[src/hdl/ucc_pkg.sv]
// Summary of operation
// - channel state machines and their tick advance only while the clock-gate bit is 1; the noise filter compares ungated but counts gated RT ticks.
// - clearing an enable mid-frame lets that frame finish, then stops.
// - clearing transmit enable mid-frame discards the waiting buffer byte.
// - parity and base-clock settings are shared by transmit and receive.
// - base clock is gear or low-frequency clock, or the timer output.
// - with timer source the RT divider free-runs; first start may shorten.
// - stop length, parity, output and clock select locked while active.
// - RT count, noise select and receive stop length locked while active.
// - each locked field unlocks only when its enables and busies are 0.
// - low-power entry clears both enables and halts; other bits kept.
// - low-power entry leaves control register two unchanged.
// - transmitter sends one or two stop bits per transmit stop length.
// - receiver expects one or two stop bits per receive stop length.
// - with two receive stop bits only the second is framing-checked.
// - RT count select sets odd/even bit lengths; reserved codes give 16.
// - noise filter drops input pulses up to 0, 1, 2 or 3 RT periods.
// - control register two bits 7 and 6 read as zero.
// - a write to a locked bit leaves its old value.
package ucc_pkg;
   localparam logic [11:0] IDX_CR1  = 12'h01A;
   localparam logic [11:0] IDX_CR2  = 12'h01B;
   localparam logic [11:0] IDX_DIV  = 12'h01C;
   localparam logic [11:0] IDX_STAT = 12'h01D;
   localparam logic [11:0] IDX_BUF  = 12'h01E;
   localparam logic [11:0] IDX_GATE = 12'hF75;
   localparam int          GATE_BIT = 0;
   localparam logic [7:0]  CR1_RST  = 8'h00;
   localparam logic [7:0]  CR2_RST  = 8'h00;
   localparam logic [7:0]  DIV_RST  = 8'h00;
   localparam logic [7:0]  GATE_RST = 8'h00;
   localparam logic [4:0]  IR_PULSE = 5'h03;

   typedef struct packed {
      logic txe, rxe, stopbt, even, parity_add, irdasel, brg, zero;
   } ucc_cr1_t;
   typedef struct packed {
      logic [1:0] zero;
      logic [2:0] rtsel;
      logic [1:0] rxdnc;
      logic       stopbr;
   } ucc_cr2_t;
   typedef struct packed {
      logic perr, ferr, oerr, zero, rbsy, rbfl, tbsy, tbfl;
   } ucc_stat_t;
   typedef struct packed {
      logic        sel, en, wr;
      logic [13:0] addr;
      logic [31:0] wdata;
   } ucc_apb_req_t;

   typedef enum logic [5:0] {
      ST_IDLE  = 6'b000001,
      ST_START = 6'b000010,
      ST_DATA  = 6'b000100,
      ST_PAR   = 6'b001000,
      ST_STOP1 = 6'b010000,
      ST_STOP2 = 6'b100000
   } ucc_st_t;

   function automatic logic [13:0] ucc_baddr(input logic [11:0] idx);
      return {idx, 2'b00};
   endfunction

   // RT clocks per bit, odd = frame bits 1,3,5..
   function automatic logic [4:0] ucc_rt_len(input logic [2:0] sel,
                                              input logic odd);
      case (sel)
         3'h0: ucc_rt_len = 5'h10;
         3'h1: ucc_rt_len = odd ? 5'h10 : 5'h11;
         3'h2: ucc_rt_len = 5'h0F;
         3'h3: ucc_rt_len = odd ? 5'h0F : 5'h10;
         3'h4: ucc_rt_len = 5'h11;
         default: ucc_rt_len = 5'h10;
      endcase
   endfunction

   function automatic ucc_st_t ucc_next(input ucc_st_t st, input logic last,
                                        input logic parity_add,
                                        input logic two);
      case (st)
         ST_START: ucc_next = ST_DATA;
         ST_DATA:  ucc_next = !last ? ST_DATA
                                    : (parity_add ? ST_PAR : ST_STOP1);
         ST_PAR:   ucc_next = ST_STOP1;
         ST_STOP1: ucc_next = two ? ST_STOP2 : ST_IDLE;
         default:  ucc_next = ST_IDLE;
      endcase
   endfunction
endpackage

[src/hdl/ucc_top.sv]
`timescale 1ns/10ps
module ucc_top #(
   parameter int unsigned PADDR_W = 14
) (
   // clock and reset
   input  wire logic                  pclk,
   input  wire logic                  presetn,
   // apb slave
   input  wire logic                  psel,
   input  wire logic                  penable,
   input  wire logic                  pwrite,
   input  wire logic [PADDR_W-1:0]    paddr,
   input  wire logic [31:0]           pwdata,
   output logic      [31:0]           prdata,
   output logic                       pready,
   output logic                       pslverr,
   // base clock sources and power mode
   input  wire logic                  sys_clock_sel,
   input  wire logic                  low_freq_clock,
   input  wire logic                  divider_timer_output,
   input  wire logic                  low_power_entry,
   // serial pins
   input  wire logic                  serial_in_pin,
   output logic                       serial_out_pin
);
   import ucc_pkg::*;

   if (PADDR_W < 14) begin : g_chk
      $error("paddr too narrow for the register map");
   end

   ucc_apb_req_t req;
   ucc_cr1_t     cr1_q, cr1_d;
   ucc_cr2_t     cr2_q, cr2_d;
   ucc_stat_t    st;
   ucc_st_t      tx_q, rx_q;
   logic [7:0]   div_q, gate_q, cnt_q, txbuf_q, rxbuf_q, tsh_q, rsh_q;
   logic [4:0]   trt_q, rrt_q;
   logic [2:0]   tbit_q, rbit_q;
   logic [1:0]   nf_q;
   logic [2:0]   lf_s, tm_s, rx_s;
   logic         tbfl_q, rbfl_q, perr_q, ferr_q, oerr_q, tpar_q;
   logic         todd_q, rodd_q, filt_q, rt_q, pready_q, slverr_q;
   logic         dout_q;
   logic [31:0]  prdata_q;

   assign req = '{sel: psel, en: penable, wr: pwrite,
                  addr: paddr[13:0], wdata: pwdata};

   // bus decode
   wire        setup   = req.sel & ~req.en;
   wire        acc     = req.sel & req.en & pready_q;
   wire        acc_wr  = acc & req.wr;
   wire        acc_rd  = acc & ~req.wr;
   wire        hit_cr1 = req.addr == ucc_baddr(IDX_CR1);
   wire        hit_cr2 = req.addr == ucc_baddr(IDX_CR2);
   wire        hit_div = req.addr == ucc_baddr(IDX_DIV);
   wire        hit_st  = req.addr == ucc_baddr(IDX_STAT);
   wire        hit_buf = req.addr == ucc_baddr(IDX_BUF);
   wire        hit_gt  = req.addr == ucc_baddr(IDX_GATE);
   wire        mapped  = hit_cr1 | hit_cr2 | hit_div | hit_st | hit_buf
                         | hit_gt;
   wire        gate    = gate_q[GATE_BIT];
   wire        wr_ch   = acc_wr & gate;
   wire        wr_cr1  = wr_ch & hit_cr1;
   wire        wr_cr2  = wr_ch & hit_cr2 & ~low_power_entry;
   wire        wr_td   = wr_ch & hit_buf;
   wire        rd_rb   = acc_rd & hit_buf;
   wire        rd_st   = acc_rd & hit_st;
   wire        lp      = low_power_entry;
   wire [7:0]  wd      = req.wdata[7:0];

   wire        tx_busy = tx_q != ST_IDLE;
   wire        rx_busy = rx_q != ST_IDLE;
   wire        tx_free  = ~cr1_q.txe & ~tx_busy;
   wire        rx_free  = ~cr1_q.rxe & ~rx_busy;
   wire        all_free = tx_free & rx_free;
   ucc_cr1_t   w1;
   ucc_cr2_t   w2;
   assign w1 = wd;
   assign w2 = wd;

   assign cr1_d = '{txe: w1.txe, rxe: w1.rxe,
      stopbt:  tx_free  ? w1.stopbt  : cr1_q.stopbt,
      even:    all_free ? w1.even    : cr1_q.even,
      parity_add: all_free ? w1.parity_add : cr1_q.parity_add,
      irdasel: tx_free  ? w1.irdasel : cr1_q.irdasel,
      brg:     all_free ? w1.brg     : cr1_q.brg,
      zero:    1'b0};
   assign cr2_d = '{zero: 2'b00,
      rtsel:  all_free ? w2.rtsel  : cr2_q.rtsel,
      rxdnc:  rx_free  ? w2.rxdnc  : cr2_q.rxdnc,
      stopbr: rx_free  ? w2.stopbr : cr2_q.stopbr};

   assign st = '{perr: perr_q, ferr: ferr_q, oerr: oerr_q, zero: 1'b0,
                 rbsy: rx_busy, rbfl: rbfl_q, tbsy: tx_busy, tbfl: tbfl_q};

   wire [7:0] rd_val = hit_cr1 ? {cr1_q[7:1], 1'b0} :
                       hit_cr2 ? {2'b00, cr2_q[5:0]} :
                       hit_div ? div_q :
                       hit_st  ? st :
                       hit_buf ? rxbuf_q :
                       hit_gt  ? gate_q : 8'h00;

   // edge detect reads only the second and third stages
   wire lf_edge = lf_s[1] & ~lf_s[2];
   wire tm_edge = tm_s[1] & ~tm_s[2];
   wire base_tick = gate & (cr1_q.brg ? tm_edge :
                            (sys_clock_sel ? lf_edge : 1'b1));
   wire tx_start = gate & ~lp & (tx_q == ST_IDLE) & cr1_q.txe & tbfl_q;
   wire rx_start = gate & ~lp & (rx_q == ST_IDLE) & cr1_q.rxe & ~filt_q;
   // divider phase only aligned for synchronous sources
   wire div_sync = ~cr1_q.brg & ~tx_busy & ~rx_busy & (tx_start|rx_start);

   wire [4:0] tlen  = ucc_rt_len(cr2_q.rtsel, todd_q);
   wire [4:0] rlen  = ucc_rt_len(cr2_q.rtsel, rodd_q);
   wire       t_end = rt_q & (trt_q == tlen - 5'h01);
   wire       r_end = rt_q & (rrt_q == rlen - 5'h01);
   wire       r_mid = rt_q & (rrt_q == {1'b0, rlen[4:1]});
   wire       samp  = filt_q;
   wire       r_par = cr1_q.even ? ^rsh_q : ~^rsh_q;
   // parity generation, 1 even 0 odd
   wire       t_par = cr1_q.even ? ^txbuf_q : ~^txbuf_q;
   wire       tbit  = (tx_q == ST_START) ? 1'b0 :
                      (tx_q == ST_DATA)  ? tsh_q[0] :
                      (tx_q == ST_PAR)   ? tpar_q : 1'b1;
   wire       dout_d = cr1_q.irdasel ? (~tbit & (trt_q < IR_PULSE)) : tbit;

   always_ff @(posedge pclk or negedge presetn) begin
      if (!presetn) begin
         pready_q <= 1'b0;
         slverr_q <= 1'b0;
         prdata_q <= 32'h0000_0000;
      end else begin
         pready_q <= setup;
         slverr_q <= setup & ~mapped;
         if (setup) begin
            prdata_q <= {24'h00_0000, rd_val};
         end
      end
   end

   always_ff @(posedge pclk or negedge presetn) begin
      if (!presetn) begin
         cr1_q  <= CR1_RST;
         cr2_q  <= CR2_RST;
         div_q  <= DIV_RST;
         gate_q <= GATE_RST;
      end else begin
         if (acc_wr & hit_gt) begin
            gate_q <= wd;
         end
         if (wr_ch & hit_div) begin
            div_q <= wd;
         end
         if (wr_cr2) begin
            cr2_q <= cr2_d;
         end
         if (lp) begin
            cr1_q.txe <= 1'b0;
            cr1_q.rxe <= 1'b0;
         end else if (wr_cr1) begin
            cr1_q <= cr1_d;
         end
      end
   end

   always_ff @(posedge pclk or negedge presetn) begin
      if (!presetn) begin
         lf_s <= 3'h0;
         tm_s <= 3'h0;
         rx_s <= 3'h7;
      end else begin
         lf_s <= {lf_s[1:0], low_freq_clock};
         tm_s <= {tm_s[1:0], divider_timer_output};
         rx_s <= {rx_s[1:0], serial_in_pin};
      end
   end

   // rt tick divider, free-running under timer source
   always_ff @(posedge pclk or negedge presetn) begin
      if (!presetn) begin
         cnt_q <= 8'h00;
         rt_q  <= 1'b0;
      end else begin
         rt_q <= 1'b0;
         if (div_sync) begin
            cnt_q <= 8'h00;
         end else if (base_tick) begin
            rt_q  <= cnt_q == div_q;
            cnt_q <= (cnt_q == div_q) ? 8'h00 : cnt_q + 8'h01;
         end
      end
   end

   // noise filter, counts rt periods of a changed level
   always_ff @(posedge pclk or negedge presetn) begin
      if (!presetn) begin
         filt_q <= 1'b1;
         nf_q   <= 2'h0;
      end else if (rx_s[2] == filt_q) begin
         nf_q <= 2'h0;
      end else if (nf_q >= cr2_q.rxdnc) begin
         filt_q <= rx_s[2];
         nf_q   <= 2'h0;
      end else if (rt_q) begin
         nf_q <= nf_q + 2'h1;
      end
   end

   // transmitter
   always_ff @(posedge pclk or negedge presetn) begin
      if (!presetn) begin
         tx_q    <= ST_IDLE;
         tbfl_q  <= 1'b0;
         txbuf_q <= 8'h00;
         tsh_q   <= 8'h00;
         tpar_q  <= 1'b0;
         trt_q   <= 5'h00;
         tbit_q  <= 3'h0;
         todd_q  <= 1'b1;
         dout_q  <= 1'b1;
      end else if (lp) begin
         tx_q   <= ST_IDLE;
         tbfl_q <= 1'b0;
         dout_q <= 1'b1;
      end else begin
         dout_q <= tx_busy ? dout_d : 1'b1;
         if (wr_td) begin
            txbuf_q <= wd;
         end
         // waiting byte dropped; a fresh write still sets
         if (wr_td) begin
            tbfl_q <= 1'b1;
         end else if (tx_start | (~cr1_q.txe & tx_busy)) begin
            tbfl_q <= 1'b0;
         end
         if (tx_start) begin
            tx_q   <= ST_START;
            tsh_q  <= txbuf_q;
            tpar_q <= t_par;
            trt_q  <= 5'h00;
            tbit_q <= 3'h0;
            todd_q <= 1'b1;
         end else if (gate & t_end) begin
            // stop count from transmit stop length
            tx_q   <= ucc_next(tx_q, tbit_q == 3'h7, cr1_q.parity_add,
                               cr1_q.stopbt);
            trt_q  <= 5'h00;
            todd_q <= ~todd_q;
            if (tx_q == ST_DATA) begin
               tsh_q  <= {1'b0, tsh_q[7:1]};
               tbit_q <= tbit_q + 3'h1;
            end
         end else if (gate & rt_q & tx_busy) begin
            trt_q <= trt_q + 5'h01;
         end
      end
   end

   // receiver
   always_ff @(posedge pclk or negedge presetn) begin
      if (!presetn) begin
         rx_q    <= ST_IDLE;
         rsh_q   <= 8'h00;
         rxbuf_q <= 8'h00;
         rrt_q   <= 5'h00;
         rbit_q  <= 3'h0;
         rodd_q  <= 1'b1;
         rbfl_q  <= 1'b0;
         perr_q  <= 1'b0;
         ferr_q  <= 1'b0;
         oerr_q  <= 1'b0;
      end else if (lp) begin
         rx_q   <= ST_IDLE;
         rbfl_q <= 1'b0;
         perr_q <= 1'b0;
         ferr_q <= 1'b0;
         oerr_q <= 1'b0;
      end else begin
         // flag set wins over read clear
         if (rd_rb) begin
            rbfl_q <= 1'b0;
         end
         if (rd_st) begin
            perr_q <= 1'b0;
            ferr_q <= 1'b0;
            oerr_q <= 1'b0;
         end
         if (rx_start) begin
            rx_q   <= ST_START;
            rrt_q  <= 5'h00;
            rbit_q <= 3'h0;
            rodd_q <= 1'b1;
         end else if (gate & r_mid) begin
            rrt_q <= rrt_q + 5'h01;
            case (rx_q)
               ST_START: begin
                  if (samp) begin
                     rx_q <= ST_IDLE;
                  end
               end
               ST_DATA: rsh_q <= {samp, rsh_q[7:1]};
               ST_PAR: begin
                  if (samp != r_par) begin
                     perr_q <= 1'b1;
                  end
               end
               // first of two stop bits not checked
               ST_STOP1: begin
                  if (!cr2_q.stopbr & !samp) begin
                     ferr_q <= 1'b1;
                  end
               end
               ST_STOP2: begin
                  if (!samp) begin
                     ferr_q <= 1'b1;
                  end
               end
               default: rrt_q <= 5'h00;
            endcase
         end else if (gate & r_end) begin
            // stop count from receive stop length
            rx_q   <= ucc_next(rx_q, rbit_q == 3'h7, cr1_q.parity_add,
                               cr2_q.stopbr);
            rrt_q  <= 5'h00;
            rodd_q <= ~rodd_q;
            if (rx_q == ST_DATA) begin
               rbit_q <= rbit_q + 3'h1;
            end
            if ((rx_q == ST_STOP2) | (rx_q == ST_STOP1 & !cr2_q.stopbr))
            begin
               rxbuf_q <= rsh_q;
               rbfl_q  <= 1'b1;
               oerr_q  <= oerr_q | rbfl_q;
            end
         end else if (gate & rt_q & rx_busy) begin
            rrt_q <= rrt_q + 5'h01;
         end
      end
   end

   assign prdata         = prdata_q;
   assign pready         = pready_q;
   assign pslverr        = slverr_q;
   assign serial_out_pin = dout_q;

   property p_gate_hold;
      @(posedge pclk) disable iff (!presetn)
      (!gate && !lp) |=> $stable(tx_q) && $stable(rx_q);
   endproperty
   a_gate_hold: assert property (p_gate_hold)
      else $error("channel moved with clock gate off");

   property p_tx_finish;
      @(posedge pclk) disable iff (!presetn)
      (tx_q == ST_DATA && !cr1_q.txe && !lp && !t_end) |=> tx_q == ST_DATA;
   endproperty
   a_tx_finish: assert property (p_tx_finish)
      else $error("transmit frame cut short by disable");

   property p_discard;
      @(posedge pclk) disable iff (!presetn)
      (!cr1_q.txe && tx_busy && !wr_td) |=> !tbfl_q;
   endproperty
   a_discard: assert property (p_discard)
      else $error("waiting byte kept after disable");

   property p_cr1_lock;
      @(posedge pclk) disable iff (!presetn)
      (wr_cr1 && !all_free && !lp) |=> $stable(cr1_q.brg)
         && $stable(cr1_q.parity_add) && $stable(cr1_q.even);
   endproperty
   a_cr1_lock: assert property (p_cr1_lock)
      else $error("locked field of register one changed");

   property p_cr2_lock;
      @(posedge pclk) disable iff (!presetn)
      (wr_cr2 && !rx_free) |=> $stable(cr2_q.stopbr) && $stable(cr2_q.rxdnc);
   endproperty
   a_cr2_lock: assert property (p_cr2_lock)
      else $error("locked field of register two changed");

   property p_stop_unlock;
      @(posedge pclk) disable iff (!presetn)
      (wr_cr1 && tx_free && !lp) |=> cr1_q.stopbt == $past(w1.stopbt);
   endproperty
   a_stop_unlock: assert property (p_stop_unlock)
      else $error("free stop length write lost");

   property p_lowpower;
      @(posedge pclk) disable iff (!presetn)
      lp |=> !cr1_q.txe && !cr1_q.rxe && !tx_busy && !rx_busy
             && $stable(cr2_q);
   endproperty
   a_lowpower: assert property (p_lowpower)
      else $error("low-power entry did not halt channel");

   property p_two_stop;
      @(posedge pclk) disable iff (!presetn)
      (tx_q == ST_STOP2) |-> cr1_q.stopbt;
   endproperty
   a_two_stop: assert property (p_two_stop)
      else $error("second stop bit sent without two-stop mode");

   property p_rx_stop1;
      @(posedge pclk) disable iff (!presetn)
      (rx_q == ST_STOP1 && cr2_q.stopbr && r_mid && !rd_st && !lp)
         |=> ferr_q == $past(ferr_q);
   endproperty
   a_rx_stop1: assert property (p_rx_stop1)
      else $error("first of two stop bits was checked");

   property p_cr2_read;
      @(posedge pclk) disable iff (!presetn)
      (setup && hit_cr2) |=> prdata_q[7:6] == 2'b00;
   endproperty
   a_cr2_read: assert property (p_cr2_read)
      else $error("reserved bits of register two read nonzero");

   c_tx_frame: cover property (@(posedge pclk) disable iff (!presetn)
      tx_q == ST_STOP1 ##1 tx_q == ST_IDLE);
   c_rx_par: cover property (@(posedge pclk) disable iff (!presetn)
      rx_q == ST_PAR ##[1:400] rbfl_q);
   c_lp_busy: cover property (@(posedge pclk) disable iff (!presetn)
      lp && tx_busy);
endmodule

[config.mk]
export PLATFORM = sky130hd
export DESIGN_NAME = ucc_top
export DESIGN_NICKNAME = d
export VERILOG_FILES = /design/src/hdl/ucc_pkg.sv /design/src/hdl/ucc_top.sv
export SDC_FILE = /design/constraint.sdc
export NUM_CORES = 1
export LEC_CHECK = 0
export ABC_AREA = 1
export BUFFER_PORTS_ARGS = -buffer_cell sky130_fd_sc_hd__clkbuf_2
export CORE_AREA = 10 10 115 159
export CTS_BUF_LIST = sky130_fd_sc_hd__clkbuf_2
export DETAILED_ROUTE_END_ITERATION = 8
export DIE_AREA = 0 0 125 169
export PLACE_DENSITY = 0.68
export SLEW_MARGIN = 20
export SYNTH_ARGS = -nofsm -noshare
export SYNTH_HDL_FRONTEND = slang
export SYNTH_SLANG_ARGS = --single-unit
export TNS_END_PERCENT = 30
[constraint.sdc]
create_clock -name pclk -period 2.64 [get_ports pclk]
set_input_delay 0.528 -clock pclk [delete_from_list [all_inputs] [get_ports pclk]]
set_output_delay 0.528 -clock pclk [all_outputs]
set_load 0.01 [all_outputs]
==> flow_summary.toml <==
[run_status]
status = "completed"

[sta]
max_freq_mhz = 409.2
slew_viol_final = 0
worst_pin_slew_ps = 585.9
fin_skew_ps = 39.77
period_minus_slack_ps = 2444
finalSetupViolCount = 0
holdWs_ps = 81.25
layout_worst_path_cycle_share_pct = 92.57
slew_headroom_pct = 60.73
hold_viol = 0
rsz0062_at_grt = "true"
worst_slack_ps = 196.0

[power]
power_density_mw_per_mm2 = 403.8
p_sw_mw = 0.8516
power.leakage_nw = 3.894
power.internal_mw = 2.409
peakVddDrop_v = 0.0002918
sw_frac_of_total_pct = 26.12
seq_power_share_pct = 61.6
clkPwrFrac_pct = 32.1
comb_power_share_pct = 6.3

[placed_design]
dp.cells = 1149
place_congestion = 0.9905
portBuffers = 42
dpl.hpwl_um = 13800
preCtsSetupSlack_ps = 82.53
placedInstanceArea_sq_mm = 0.007759

[global_route]
grt-ovfl-total = 0
grt_pass1_vias = 6235
track_usage_pct = 17.43
grt_pass1_wl_um = 30190
antenna_found_initial = 1
grt_max_degree = 50

[clock_network]
cts_buffer_depth = 2
clkTransAtPathRegs_ps = 170
clkSinkCount = 129
ctsHtreeMaxLevel = 4
insertion_delay_ps = 730
cts_buffers = 17
root_buffer = "clkbuf_2"
cts_tree = "built"

[setup_path]
cp_data_arrival_time_ps = 3070
slowest_delay_ps = 590
regToRegSetupSlack_ps = 200
critPathRequiredTime_ps = 3260
start_kind = "flip-flop"
end_kind = "flip-flop"
path_cells = "inv_1, nand2_1, nand2_4, nand2_1, nor2_2, ha_1, inv_1, nand2_1, nand3_1, nor2_2, nand3_2, nor2_4, nor2_2, nor2_4, nand2_1, nand2_1, nor2_1"
cpMaxStageDelayCell = "dfstp_2"
crit_fanout = 6
worstSetupPathType = "flip-flop to flip-flop"
critPathBufInv = 2
crit_family = "simple AND/OR/NAND/NOR gates"
cp_common_cell = "nand2_1"

[final_layout]
multiInputGateArea_sq_mm = 0.003585
final_net_count = 1051
area_growth_pct = 9.447
stdcell_area_sq_mm = 0.008074
regArea_sq_mm = 0.003242
fillers = 1532
drive_gt1_share_pct = 18.57
final_cells = 1193

[synth]
ys_seq_area_share_pct = 43.91
synth_area_sq_mm = 0.007377
yosysWarnings = 0
synth_cell_type_count = 47
yosysMostFrequentCell = "nand2_1"
yosys.area.top_type = "dfrtp_1"
ys.flop_type = "dfrtp_1"
yosysTopAreaCellShare_pct = 40.71
syn_area_per_cell_sq_um = 8.054
synth_edf_count = 0
ys_seq_elements = 129
synthTopCellsByArea = "dfrtp_1 (41%), nand2_1 (11%), inv_1 (4.7%)"
synthCells = 916
async_reset_ff_share_pct = 100.0
yosys-top-cells-count = "nand2_1 (222), dfrtp_1 (120), inv_1 (92)"

[die]
die_x_um = 125
initial_core_util_pct = 47.89
row_count = 54
coreArea_sq_mm = 0.01540
die_y_um = 169
ioPinCount = 91
die-area_sq_mm = 0.02113

[routing]
ant_nets = 0
wl_per_cell_um = 15.20
drt_iter0_markers = 403
vias = 6213
drcViolationCount = 0
firstDrtPassIters = 5
viasPerCell = 5.208
wirelength_um = 18130

[job]
maxCapViolCount = 0

[worst_hold_path]
min_path_type = "input port to flip-flop"
[tightest hold or removal path: stages]
cell and delay, ps:
clkbuf_2 120, nand2_1 50, o21ai_0 70
[through the flow]
step / setup TNS, ps / power [mW] / utilization, %
floorplan: 0 / 2.154 / -
global placement: 0 / 2.240 / 50.37
detailed placement: 0 / 2.243 / 50.37
CTS: 0 / 3.300 / 51.89
global route: -50.37 / 3.417 / 52.41
finish: 0 / 3.261 / 52.41
[worst paths after layout]
check / from / to / cells after the start
min in group asynchronous: presetn / tsh_q[0]$_DFFE_PN0P_ / 2
worst min-delay path: pwdata[2] / cr2_q[2]$_DFFE_PN0P_ / 3
worst min register to register: lf_s[0]$_DFF_PN0_ / lf_s[1]$_DFF_PN0_ / 0
worst max-delay path: rodd_q$_DFFE_PN1P_ / rrt_q[3]$_DFFE_PN0P_ / 17
max in group asynchronous: presetn / rx_s[0]$_DFF_PN1_ / 3
worst max register to register: rodd_q$_DFFE_PN1P_ / rrt_q[3]$_DFFE_PN0P_ / 17
[layer usage]
metal  share of wire, %  vias up  GRT usage (%)
met5                  0        -              0
met4                4.8        0          10.04
met3                4.2       48          4.064
met2                 51      165          30.99
met1                 40     2906          18.45
li1                   -     3094              -
[cells by family (layout without fill, tap and decap cells)]
group	count (synthesis)	after routing	synth area share, %
multiplexers	7	7	0.9498
buffers and inverters	143	199	8.972
flip-flops	129	129	43.91
other	1	25	0.05083
XOR/XNOR	27	27	3.206
AO/OA/AOI/OAI	137	137	10.91
adder cells (fa/ha/maj)	12	12	2.035
AND/OR/NAND/NOR	460	461	29.97
[flip-flops by register name, indices dropped and copies added, names as in the netlist, 8 cells and up]
name / count
tsh_q: 8
rsh_q: 8
txbuf_q: 8
gate_q: 8
prdata: 8
div_q: 8
rxbuf_q: 8
cnt_q: 8
[what timing repair did]
item | CTS | global route
hold buffers | 5 | 1
endpoints found under the setup margin | 0 | 27
endpoints found under the hold margin | 48 | 1
resized for setup | 0 | 7
setup buffers | 0 | 4
[power by group through the flow]
stage,combinational (mW),clock [mW],sequential [mW]
2_1_floorplan,0.110,0,2.04
3_3_place_gp,0.195,0,2.04
3_5_place_dp,0.198,0,2.04
4_1_cts,0.205,1.09,2.01
5_1_grt,0.230,1.17,2.01
6_report,0.204,1.05,2.01
[final cells by class]
| cell class | instances | share of cell area, % |
|---|---|---|
| Inverter | 105 | 4.897 |
| Clock inverter | 8 | 0.8058 |
| Clock buffer | 24 | 1.488 |
| Timing Repair Buffer | 62 | 5.191 |
| Sequential cell | 129 | 40.15 |
| Tap cell | 196 | 3.037 |
| Multi-Input combinational cell | 668 | 44.40 |
| Antenna cell | 1 | 0.03099 |
[cell usage in the layout, fill, tap and decap left out, types with 10 or more instances in the layout]
master	instances
nand2_1	222
ha_1	12
inv_1	92
conb_1	24
o21ai_0	66
xor2_1	13
o21ai_2	18
a21oi_1	21
nand3_1	66
inv_2	11
nand2_2	15
dfrtp_1	118
xnor2_1	14
nor2_1	73
clkbuf_2	65
nor3_1	10
nand4_1	23
buf_4	11
o21ai_1	17
No activity file was read; power rests on OpenSTA's default activity.
